## src/rtl/rtd_ctrl_regs.svh

```systemverilog
`ifndef RTD_CTRL_REGS_SVH
`define RTD_CTRL_REGS_SVH
// Byte offsets of the register words
`define OFS_CH_SETUP 8'h00
`define OFS_ADC_CFG 8'h04
`define OFS_WIRE_CFG 8'h08
`define OFS_CONV_CTRL 8'h0c
`define OFS_ALERT_STAT 8'h10
`define OFS_ALERT_MASK 8'h14
`define OFS_RESULT 8'h18
`define OFS_CONV_STAT 8'h1c
// Channel function codes
`define FUNC_HIGH_Z 4'h0
`define FUNC_RES_2W 4'h7
`define FUNC_RTD_34W 4'h8
// Input select codes
`define MUX_LF_GND 2'h0
`define MUX_LF_EXT1 2'h1
`define MUX_EXT2_EXT1 2'h2
// Range codes
`define RANGE_12V 3'h0
`define RANGE_2P5V 3'h1
`define RANGE_0P625V 3'h2
`define RANGE_104MV 3'h3
// Excitation current codes
`define CUR_250UA 2'h0
`define CUR_500UA 2'h1
`define CUR_750UA 2'h2
`define CUR_1MA 2'h3
// Field positions
`define ADC_MUX_LSB 0
`define ADC_RANGE_LSB 4
`define WIRE_CUR_LSB 0
`define WIRE_SEL_BIT 4
`define CONV_EN_BIT 0
`define CONVERSION_SEQUENCE_CONTROL_LSB 4
`define SEQ_CONTINUOUS 2'h2
`define SEQ_IDLE 2'h0
`define ALERT_OPEN_BIT 0
`define ALERT_DONE_BIT 1
// Conversion interval, in ns, and its cycle count at 100 MHz
`define CONV_TIME_NS 2000
`define CLK_PERIOD_NS 10
`define CONV_CYCLES (`CONV_TIME_NS / `CLK_PERIOD_NS)
`define RESULT_BITS 16
`endif

```

## src/rtl/rtd_ctrl_pkg.sv

```systemverilog
package rtd_ctrl_pkg;
  typedef enum logic [1:0] {
    CONV_IDLE = 2'b00,
    CONV_RUN = 2'b01,
    CONV_DONE = 2'b10
  } conv_state_t;
  typedef logic [3:0] func_t;
  typedef logic [15:0] result_t;
endpackage

```

## src/rtl/conv_bus_if.sv

```systemverilog
`timescale 1ns/1ns
`default_nettype none
interface conv_bus_if;
  logic start;
  logic run;
  logic done;
  modport ctrl (output start, output run, input done);
  modport seq (input start, input run, output done);
endinterface
`default_nettype wire

```

## src/rtl/conv_sequencer.sv

```systemverilog
`timescale 1ns/1ns
`default_nettype none
`include "rtd_ctrl_regs.svh"
module conv_sequencer
  import rtd_ctrl_pkg::*;
(
  input wire logic mclk, // Clock
  input wire logic nrst, // Async reset
  input wire logic ce, // Clock enable
  conv_bus_if.seq cb // Conversion pacing
);
  localparam int W = 16;
  logic [W-1:0] cnt_r;
  logic done_r;
  wire at_end = (cnt_r == W'(`CONV_CYCLES - 1));

  // Pace conversions; a new start restarts the interval
  always_ff @(posedge mclk or negedge nrst)
  begin
    if (!nrst)
    begin
      cnt_r <= '0;
      done_r <= 1'b0;
    end
    else if (ce)
    begin
      done_r <= cb.run && at_end;
      if (cb.start || !cb.run || at_end)
        cnt_r <= '0;
      else
        cnt_r <= cnt_r + 1'b1;
    end
  end
  assign cb.done = done_r;
endmodule
`default_nettype wire

```

## src/rtl/rtd_measurement_control.sv

```systemverilog
// Design decisions made here: the AHB-Lite register port and the register offsets.
`timescale 1ns/1ns
`default_nettype none
`include "rtd_ctrl_regs.svh"
module rtd_measurement_control
  import rtd_ctrl_pkg::*;
(
  input wire logic mclk, // 100 MHz clock
  input wire logic nrst, // Async reset, active low
  input wire logic ce, // Clock enable, freezes state when low
  input wire logic hsel, // AHB select
  input wire logic [7:0] haddr, // AHB address
  input wire logic [1:0] htrans, // AHB transfer type
  input wire logic hwrite, // AHB write
  input wire logic [2:0] hsize, // AHB size
  input wire logic [31:0] hwdata, // AHB write data
  input wire logic hready, // AHB bus ready
  output logic [31:0] hrdata, // AHB read data
  output logic hreadyout, // AHB slave ready
  output logic hresp, // AHB response, always OKAY
  input wire logic high_sense_over, // High sense node above open threshold
  input wire logic ext_one_over, // External sense one above open threshold
  input wire rtd_ctrl_pkg::result_t adc_sample, // Converter output word
  output rtd_ctrl_pkg::func_t func_out, // Applied channel function
  output logic [1:0] mux_out, // Applied converter input select
  output logic [2:0] range_out, // Applied converter range
  output logic [1:0] current_out, // Applied excitation current
  output logic four_wire_out, // Applied wire count, 1 = 4-wire
  output logic conv_active, // Conversions running
  output logic irq // Interrupt, level
);
  import rtd_ctrl_pkg::*;

  // Conversion pacing lives in a counter of its own
  conv_bus_if cb ();
  conv_sequencer u_seq (.mclk(mclk), .nrst(nrst), .ce(ce), .cb(cb));

  // Host-visible fields
  logic [3:0] func_r;
  logic [1:0] mux_r;
  logic [2:0] range_r;
  logic [1:0] cur_r;
  logic wire_r;
  logic conv_en_r;
  logic [1:0] seq_r;
  logic [1:0] stat_r;
  logic [1:0] mask_r;
  result_t result_r;

  // Conversion and bus state
  conv_state_t state_r;
  conv_state_t state_nxt;
  logic wr_pend_r;
  logic [7:0] addr_r;
  logic [31:0] rdata_nxt;

  // Address phase capture: only whole-word writes matter here
  wire addr_phase = hsel && hready && htrans[1];
  // Writes land in the data phase, the first cycle in which hwdata is valid
  wire wr_now = wr_pend_r;
  wire wr_func = wr_now && (addr_r == `OFS_CH_SETUP);
  wire wr_adc = wr_now && (addr_r == `OFS_ADC_CFG);
  wire wr_wire = wr_now && (addr_r == `OFS_WIRE_CFG);
  wire wr_conv = wr_now && (addr_r == `OFS_CONV_CTRL);
  wire wr_stat = wr_now && (addr_r == `OFS_ALERT_STAT);
  wire wr_mask = wr_now && (addr_r == `OFS_ALERT_MASK);

  // Mode entry means a change of function; rewriting the same code keeps
  // whatever the host has tuned since
  wire [3:0] new_func = hwdata[3:0];
  wire func_change = wr_func && (new_func != func_r);
  wire enter_34w = func_change && (new_func == `FUNC_RTD_34W);
  wire enter_2w = func_change && (new_func == `FUNC_RES_2W);
  // Mode now in effect
  wire in_2w = (func_r == `FUNC_RES_2W);
  wire in_34w = (func_r == `FUNC_RTD_34W);

  // Open-circuit event only counts in 3-wire operation
  // open-circuit detect
  wire open_evt = in_34w && !wire_r && (high_sense_over || ext_one_over);

  // Continuous conversion runs while both control fields ask for it and the function is not high-Z
  // continuous start
  wire run_req = conv_en_r && (seq_r == `SEQ_CONTINUOUS) && (func_r != `FUNC_HIGH_Z);
  // The sequencer counts only while a run is in progress
  assign cb.run = (state_r != CONV_IDLE);
  assign cb.start = (state_r == CONV_IDLE) && run_req;

  // Conversion state
  // A dropped request stops at once rather than at the end of the interval
  always_comb
  begin
    state_nxt = state_r;
    unique case (state_r)
      CONV_IDLE: if (run_req) state_nxt = CONV_RUN;
      CONV_RUN: if (!run_req) state_nxt = CONV_IDLE;
        else if (cb.done) state_nxt = CONV_DONE;
      CONV_DONE: state_nxt = run_req ? CONV_RUN : CONV_IDLE;
      default: state_nxt = CONV_IDLE;
    endcase
  end

  // Read mux; unmapped words read as zero
  // Decoded from the address phase so hrdata stands for the whole data phase
  always_comb
  begin
    rdata_nxt = 32'h0000_0000;
    unique case (haddr)
      `OFS_CH_SETUP: rdata_nxt[3:0] = func_r;
      `OFS_ADC_CFG:
      begin
        rdata_nxt[`ADC_MUX_LSB +: 2] = mux_r;
        rdata_nxt[`ADC_RANGE_LSB +: 3] = range_r;
      end
      `OFS_WIRE_CFG:
      begin
        rdata_nxt[`WIRE_CUR_LSB +: 2] = cur_r;
        rdata_nxt[`WIRE_SEL_BIT] = wire_r;
      end
      `OFS_CONV_CTRL:
      begin
        rdata_nxt[`CONV_EN_BIT] = conv_en_r;
        rdata_nxt[`CONVERSION_SEQUENCE_CONTROL_LSB +: 2] = seq_r;
      end
      `OFS_ALERT_STAT: rdata_nxt[1:0] = stat_r;
      `OFS_ALERT_MASK: rdata_nxt[1:0] = mask_r;
      `OFS_RESULT: rdata_nxt[15:0] = result_r;
      `OFS_CONV_STAT: rdata_nxt[0] = cb.run;
      default: rdata_nxt = 32'h0000_0000;
    endcase
  end

  // Bus bookkeeping; zero wait states
  // Only whole words are mapped, so hsize is not decoded
  always_ff @(posedge mclk or negedge nrst)
  begin
    if (!nrst)
    begin
      wr_pend_r <= 1'b0;
      addr_r <= 8'h00;
      hrdata <= 32'h0000_0000;
    end
    else if (ce)
    begin
      wr_pend_r <= addr_phase && hwrite;
      if (addr_phase)
        addr_r <= haddr;
      if (addr_phase && !hwrite)
        hrdata <= rdata_nxt;
    end
  end

  // Channel function and wire count
  always_ff @(posedge mclk or negedge nrst)
  begin
    if (!nrst)
    begin
      func_r <= `FUNC_HIGH_Z;
      wire_r <= 1'b0;
    end
    else if (ce)
    begin
      // Any code is stored; only the 3/4-wire RTD and 2-wire resistance codes carry defaults
      if (wr_func)
        func_r <= new_func;
      if (wr_wire)
        wire_r <= hwdata[`WIRE_SEL_BIT];
    end
  end

  // Range, input and current; mode entry overrides a host write so the
  // fields always read back what the analog side actually uses
  always_ff @(posedge mclk or negedge nrst)
  begin
    if (!nrst)
    begin
      mux_r <= `MUX_LF_GND;
      range_r <= `RANGE_12V;
      cur_r <= `CUR_1MA;
    end
    else if (ce)
    begin
      if (enter_34w)
      begin
        cur_r <= `CUR_1MA;
        range_r <= `RANGE_0P625V;
        mux_r <= `MUX_LF_EXT1;
      end
      else if (enter_2w)
      begin
        range_r <= `RANGE_2P5V;
        mux_r <= `MUX_LF_GND;
      end
      else
      begin
        if (wr_adc && !in_2w)
          range_r <= hwdata[`ADC_RANGE_LSB +: 3];
        // Input select left alone in 2-wire mode; in 3/4-wire the host
        // owns it (and must keep the default for 3-wire use)
        // input default kept
        if (wr_adc && !in_2w)
          mux_r <= hwdata[`ADC_MUX_LSB +: 2];
        // Current stays writable in every mode; only converter fields lock
        // current write
        if (wr_wire)
          cur_r <= hwdata[`WIRE_CUR_LSB +: 2];
      end
    end
  end

  // Conversion control and result capture
  always_ff @(posedge mclk or negedge nrst)
  begin
    if (!nrst)
    begin
      conv_en_r <= 1'b0;
      seq_r <= `SEQ_IDLE;
      state_r <= CONV_IDLE;
      result_r <= 16'h0000;
    end
    else if (ce)
    begin
      // Both fields are taken in one write, so a start never sees half a command
      if (wr_conv)
      begin
        conv_en_r <= hwdata[`CONV_EN_BIT];
        seq_r <= hwdata[`CONVERSION_SEQUENCE_CONTROL_LSB +: 2];
      end
      state_r <= state_nxt;
      // The result word only moves on a completed conversion
      if (state_r == CONV_RUN && cb.done)
        result_r <= adc_sample;
    end
  end

  // Sticky alerts: set wins over write-one-to-clear
  wire [1:0] evt = {(state_r == CONV_RUN) && cb.done, open_evt};
  wire [1:0] clr = wr_stat ? hwdata[1:0] : 2'h0;
  // The line is fed from the next status so it never lags the flag it reports
  wire [1:0] stat_nxt = (stat_r & ~clr) | evt;
  always_ff @(posedge mclk or negedge nrst)
  begin
    if (!nrst)
    begin
      stat_r <= 2'h0;
      mask_r <= 2'h0;
      irq <= 1'b0;
    end
    else if (ce)
    begin
      stat_r <= stat_nxt;
      if (wr_mask)
        mask_r <= hwdata[1:0];
      irq <= |(stat_nxt & mask_r);
    end
  end

  // Applied settings out, all registered
  // One cycle behind the fields, so the analog side sees whole words only
  always_ff @(posedge mclk or negedge nrst)
  begin
    if (!nrst)
    begin
      func_out <= `FUNC_HIGH_Z;
      mux_out <= `MUX_LF_GND;
      range_out <= `RANGE_12V;
      current_out <= `CUR_1MA;
      four_wire_out <= 1'b0;
      conv_active <= 1'b0;
      hreadyout <= 1'b1;
      hresp <= 1'b0;
    end
    else if (ce)
    begin
      func_out <= func_r;
      mux_out <= mux_r;
      range_out <= range_r;
      current_out <= cur_r;
      four_wire_out <= wire_r;
      conv_active <= (state_nxt != CONV_IDLE);
      hreadyout <= 1'b1;
      hresp <= 1'b0;
    end
  end
endmodule
`default_nettype wire

```

## config.mk

```make
export PLATFORM = sky130hd
export DESIGN_NAME = rtd_measurement_control
export DESIGN_NICKNAME = d
export VERILOG_FILES = /design/src/rtl/rtd_ctrl_pkg.sv /design/src/rtl/conv_bus_if.sv /design/src/rtl/conv_sequencer.sv /design/src/rtl/rtd_measurement_control.sv
export VERILOG_INCLUDE_DIRS = /design/src /design/src/rtl
export SDC_FILE = /design/constraint.sdc
export NUM_CORES = 1
export LEC_CHECK = 0
export ABC_AREA = 1
export ABC_CLOCK_PERIOD_IN_PS = 1300
export BUFFER_PORTS_ARGS = -buffer_cell sky130_fd_sc_hd__buf_2
export CAP_MARGIN = 20
export CORE_MARGIN = 4
export CORE_UTILIZATION = 45
export CTS_CLUSTER_SIZE = 30
export DETAILED_ROUTE_END_ITERATION = 8
export PLACE_DENSITY_LB_ADDON = 0.3
export SLEW_MARGIN = 40
export SYNTH_ARGS = -nofsm -noshare
export SYNTH_HDL_FRONTEND = slang
export SYNTH_HIERARCHICAL = 1
export SYNTH_SLANG_ARGS = --single-unit
```

## constraint.sdc

```tcl
create_clock -name mclk -period 1.3 [get_ports mclk]
set_clock_uncertainty 0.05 [all_clocks]
set_input_delay 0.39 -clock mclk [delete_from_list [all_inputs] [get_ports mclk]]
set_output_delay 0.39 -clock mclk [all_outputs]
set_load 0.05 [all_outputs]
```

==> reports/summary.txt <==
Tmin final: 1.52 ns
First-pass GRT wire length: 20.0 mm
Fraction of the mapped netlist area in simple logic gates: 33.4%
Comb pwr share: 21.0%
TritonCTS clock tree: done
Final Hold Fails: 0
CP Cell Sequence: nor2_4, nand3_4, nor2_4, o211ai_2, nand2_2, nand2_4, nand2_1, nand2_1
FMAX: 0.657 GHz
Synth warnings: 6
Unrepaired setup endpoints after global routing: true
Commonest non-fill, non-tap cell in the layout: nand2_1
Routed WL: 12.5 mm
CP max stage cell: dfrtp_1
Layout cells sized above 1: 37.2%
Worst EP required: 1.51 ns
Pwr per Cell Area: 985 mW/mm2
Die Ht: 110 um
Worst Hold End: result_r[6]
Inst Count DP: 877
Clock Pin Slew Worst Setup and Hold Paths: 0.10 ns
Syn Inst Count: 601
HP Class: primary input to flop
Top post-synthesis cells by area: dfrtp_1 (47%), nand2_1 (18%), nand3_1 (5.0%), nor2_1 (4.8%), o21ai_0 (4.5%)
Initial cell density of the core: 45.9%
Worst reg2reg path startpoint: addr_r[0]
Max VDD drop: 0.529 mV
Switching share of power: 31.5%
CTS root buf: clkbuf_8
Gr ovfl total: 0
Post-route insts no fill: 918
Register share of total power: 49.2%
Total iterations of the first detailed-routing run: 5
Area delta synth->final: 41.8%
Worst reg2reg path endpoint: range_r[2]
Post-synth cell types: 40
Antenna Nets Post-Route: 0
PortBufs: 69
Min-delay src: adc_sample[6]
Worst skew pair latency: 0.36 ns
Syn avg cell area: 7.81 um2
Worst setup EP type: flop
Outcome: finished, violations left
Deepest level of the CTS H-tree: 3
Setup violators final: 64
Setup CP Type: flop to flop
Vias: 4,512
Initial drt markers: 245
Leading area contributor after synthesis: dfrtp_1
GRT Overall Usage: 20.9%
Die W: 110 um
Delay-heaviest family, CP: simple AND/OR/NAND/NOR gates
Internal Pwr Total: 4.49 mW
Row count: 37
Core region area: 0.0102 mm2
Largest net degree at the start of global routing: 64
Compound-Gate Fraction of Synth Area: 6.53%
Dominant synthesized flop cell: dfrtp_1
Startpoint Class: flop
Fin crit share: 117%
Final #Nets: 848
Max_cap viols: 0
Post-synth top area share: 47.5%
Xor/xnor share of the synthesized area: 0.933%
Slowest stage delay, CP: 0.41 ns
Die area: 0.0121 mm2
Final Max Slew Viols: 0
I/O pin cnt: 117
Most frequent cells in the layout: nand2_1 (204), buf_4 (100), dfrtp_1 (89)
CP bufs+invs: 0
Clock power frac: 29.8%
N_diodes: 0
Setup WS post-layout: -0.223 ns
Post-synthesis adder-cell area fraction: 0.267%
Placer Congestion: 0.919
Post-synthesis sequential area ratio: 49.7%
Routed wire per std cell: 13.6 um
#FFs+latches synth: 93
LEAKAGE: 3.39 nW
Register-to-register setup slack: -0.22 ns
Hold_ws: 0.165 ns
Post-synth EDFFs: 0
Largest family of logic cells by synthesized area: simple AND/OR/NAND/NOR gates
Total CTS buffers: 9
Routed vias/inst: 4.92
Synthesized area: 0.00469 mm2
Vias in the first global route: 4,394
Max clock buf depth: 2
Initial antenna violation count: 0
CTS Sinks: 93
Net Sw Power: 2.07 mW
Post-Route Setup TNS: -7.38 ns
Failing checks: setup timing
Post-synth ARST share: 100%
Max Fanout on Critical Path: 5
Hold path cells: 3
Hpwl dp: 8.85 mm
DRC Markers: 0
Mux cell area share after synthesis: 0.320%
R2R cell count: 8
Critical Path AT: 1.73 ns
power groups by stage:
stage | Combinational (mW) | Sequential, mW | Clock [mW]
after floorplan | 0.502 | 3.47 | 0
after global placement | 1.16 | 3.24 | 0
after detailed placement | 1.19 | 3.25 | 0
after CTS | 1.33 | 3.22 | 2.01
after global routing | 1.50 | 3.25 | 2.12
final | 1.38 | 3.22 | 1.95
what timing repair did:
item,in CTS,in global routing
endpoints found under the setup margin,66,80
hold buffers,1,0
pin swaps,12,20
cloned,0,3
buffers inserted,10,12
resized for setup,96,50
hold endpoints to repair,34,0
final cells by class:
| type | instances | area [um2] |
|---|---|---|
| Fill cell | 825 | 3580 |
| Sequential cell | 93 | 2330 |
| Multi-Input combinational cell | 441 | 2270 |
| Timing Repair Buffer | 177 | 1430 |
| Inverter | 55 | 240 |
| Tap cell | 136 | 170 |
| Clock buffer | 9 | 124 |
| Clock inverter | 6 | 72.6 |
| Timing Repair inverter | 1 | 7.51 |
registers in the layout (all words and copies together) (netlist names), 3 cells and up:
name / flops
hrdata: 16
result_r: 16
func_r: 4
func_out: 4
u_seq/cnt_r: 16
addr_r: 8
range_r: 3
range_out: 3
worst max-delay path by stage:
| stage | from | endpoint | slack (ns) | depth (start not counted) |
|---|---|---|---|---|
| finish | addr_r[0] | range_r[2] | -0.22 | 8 |
| floorplan | addr_r[0] | range_r[0] | -0.05 | 8 |
| global placement | ce | hrdata[2] | -0.30 | 6 |
| global route | addr_r[0] | mux_r[0] | -0.32 | 8 |
| CTS | func_r[2] | u_seq/cnt_r[1] | -0.23 | 10 |
| detailed placement | ce | hrdata[2] | -0.32 | 6 |
metrics by stage:
| stage | utilization [%] | power [mW] | setup slack (ns) | instance area [um2] |
|---|---|---|---|---|
| after global placement | 56.6 | 4.41 | -0.296 | 5790 |
| after global routing | 65.0 | 6.87 | -0.317 | 6650 |
| after CTS | 62.4 | 6.56 | -0.233 | 6390 |
| after detailed placement | 56.6 | 4.44 | -0.316 | 5790 |
| after floorplan | - | 3.97 | -0.0478 | 4810 |
| final | 65.0 | 6.55 | -0.223 | 6650 |
kinds of logic (layout without fill, tap and decap cells):
logic type	Yosys count	count (layout)
compound gates	57	57
xor+xnor	5	5
fa+ha+maj	1	1
buf+inv	84	248
flops	93	93
mux	1	1
other cells	2	18
simple gates	358	359
cell usage after synthesis (2+ instances only):
cell and count:
nor3_1 3, buf_6 2, conb_1 2, buf_4 20
nand4_1 7, o22ai_1 2, nor3_2 2, nand2_1 219
clkinv_1 2, inv_2 4, nand3_2 4, xnor2_1 2
buf_2 2, inv_1 49, xor2_1 3, nor3_4 2
clkbuf_1 5, a21oi_1 5, nor2_2 2, dfstp_2 4
nand3_1 47, a31oi_1 2, dfrtp_1 89, o21ai_0 42
nand2_2 5, nor2_1 60, o21ai_1 2
metal layers:
metal | vias up | track usage, % | part of all wire (%)
li1 | 2227 | - | -
met1 | 2133 | 25.9 | 41
met2 | 128 | 36.1 | 52
met3 | 24 | 3.73 | 5.6
met4 | 0 | 8.18 | 2.1
met5 | - | 0 | 0
tightest hold or removal path: cells and delay by family:
family	cells	cell delay (ns)
simple gates	2	0.08
buf+inv	1	0.07
Note: power is estimated with default switching activity, not from simulation.
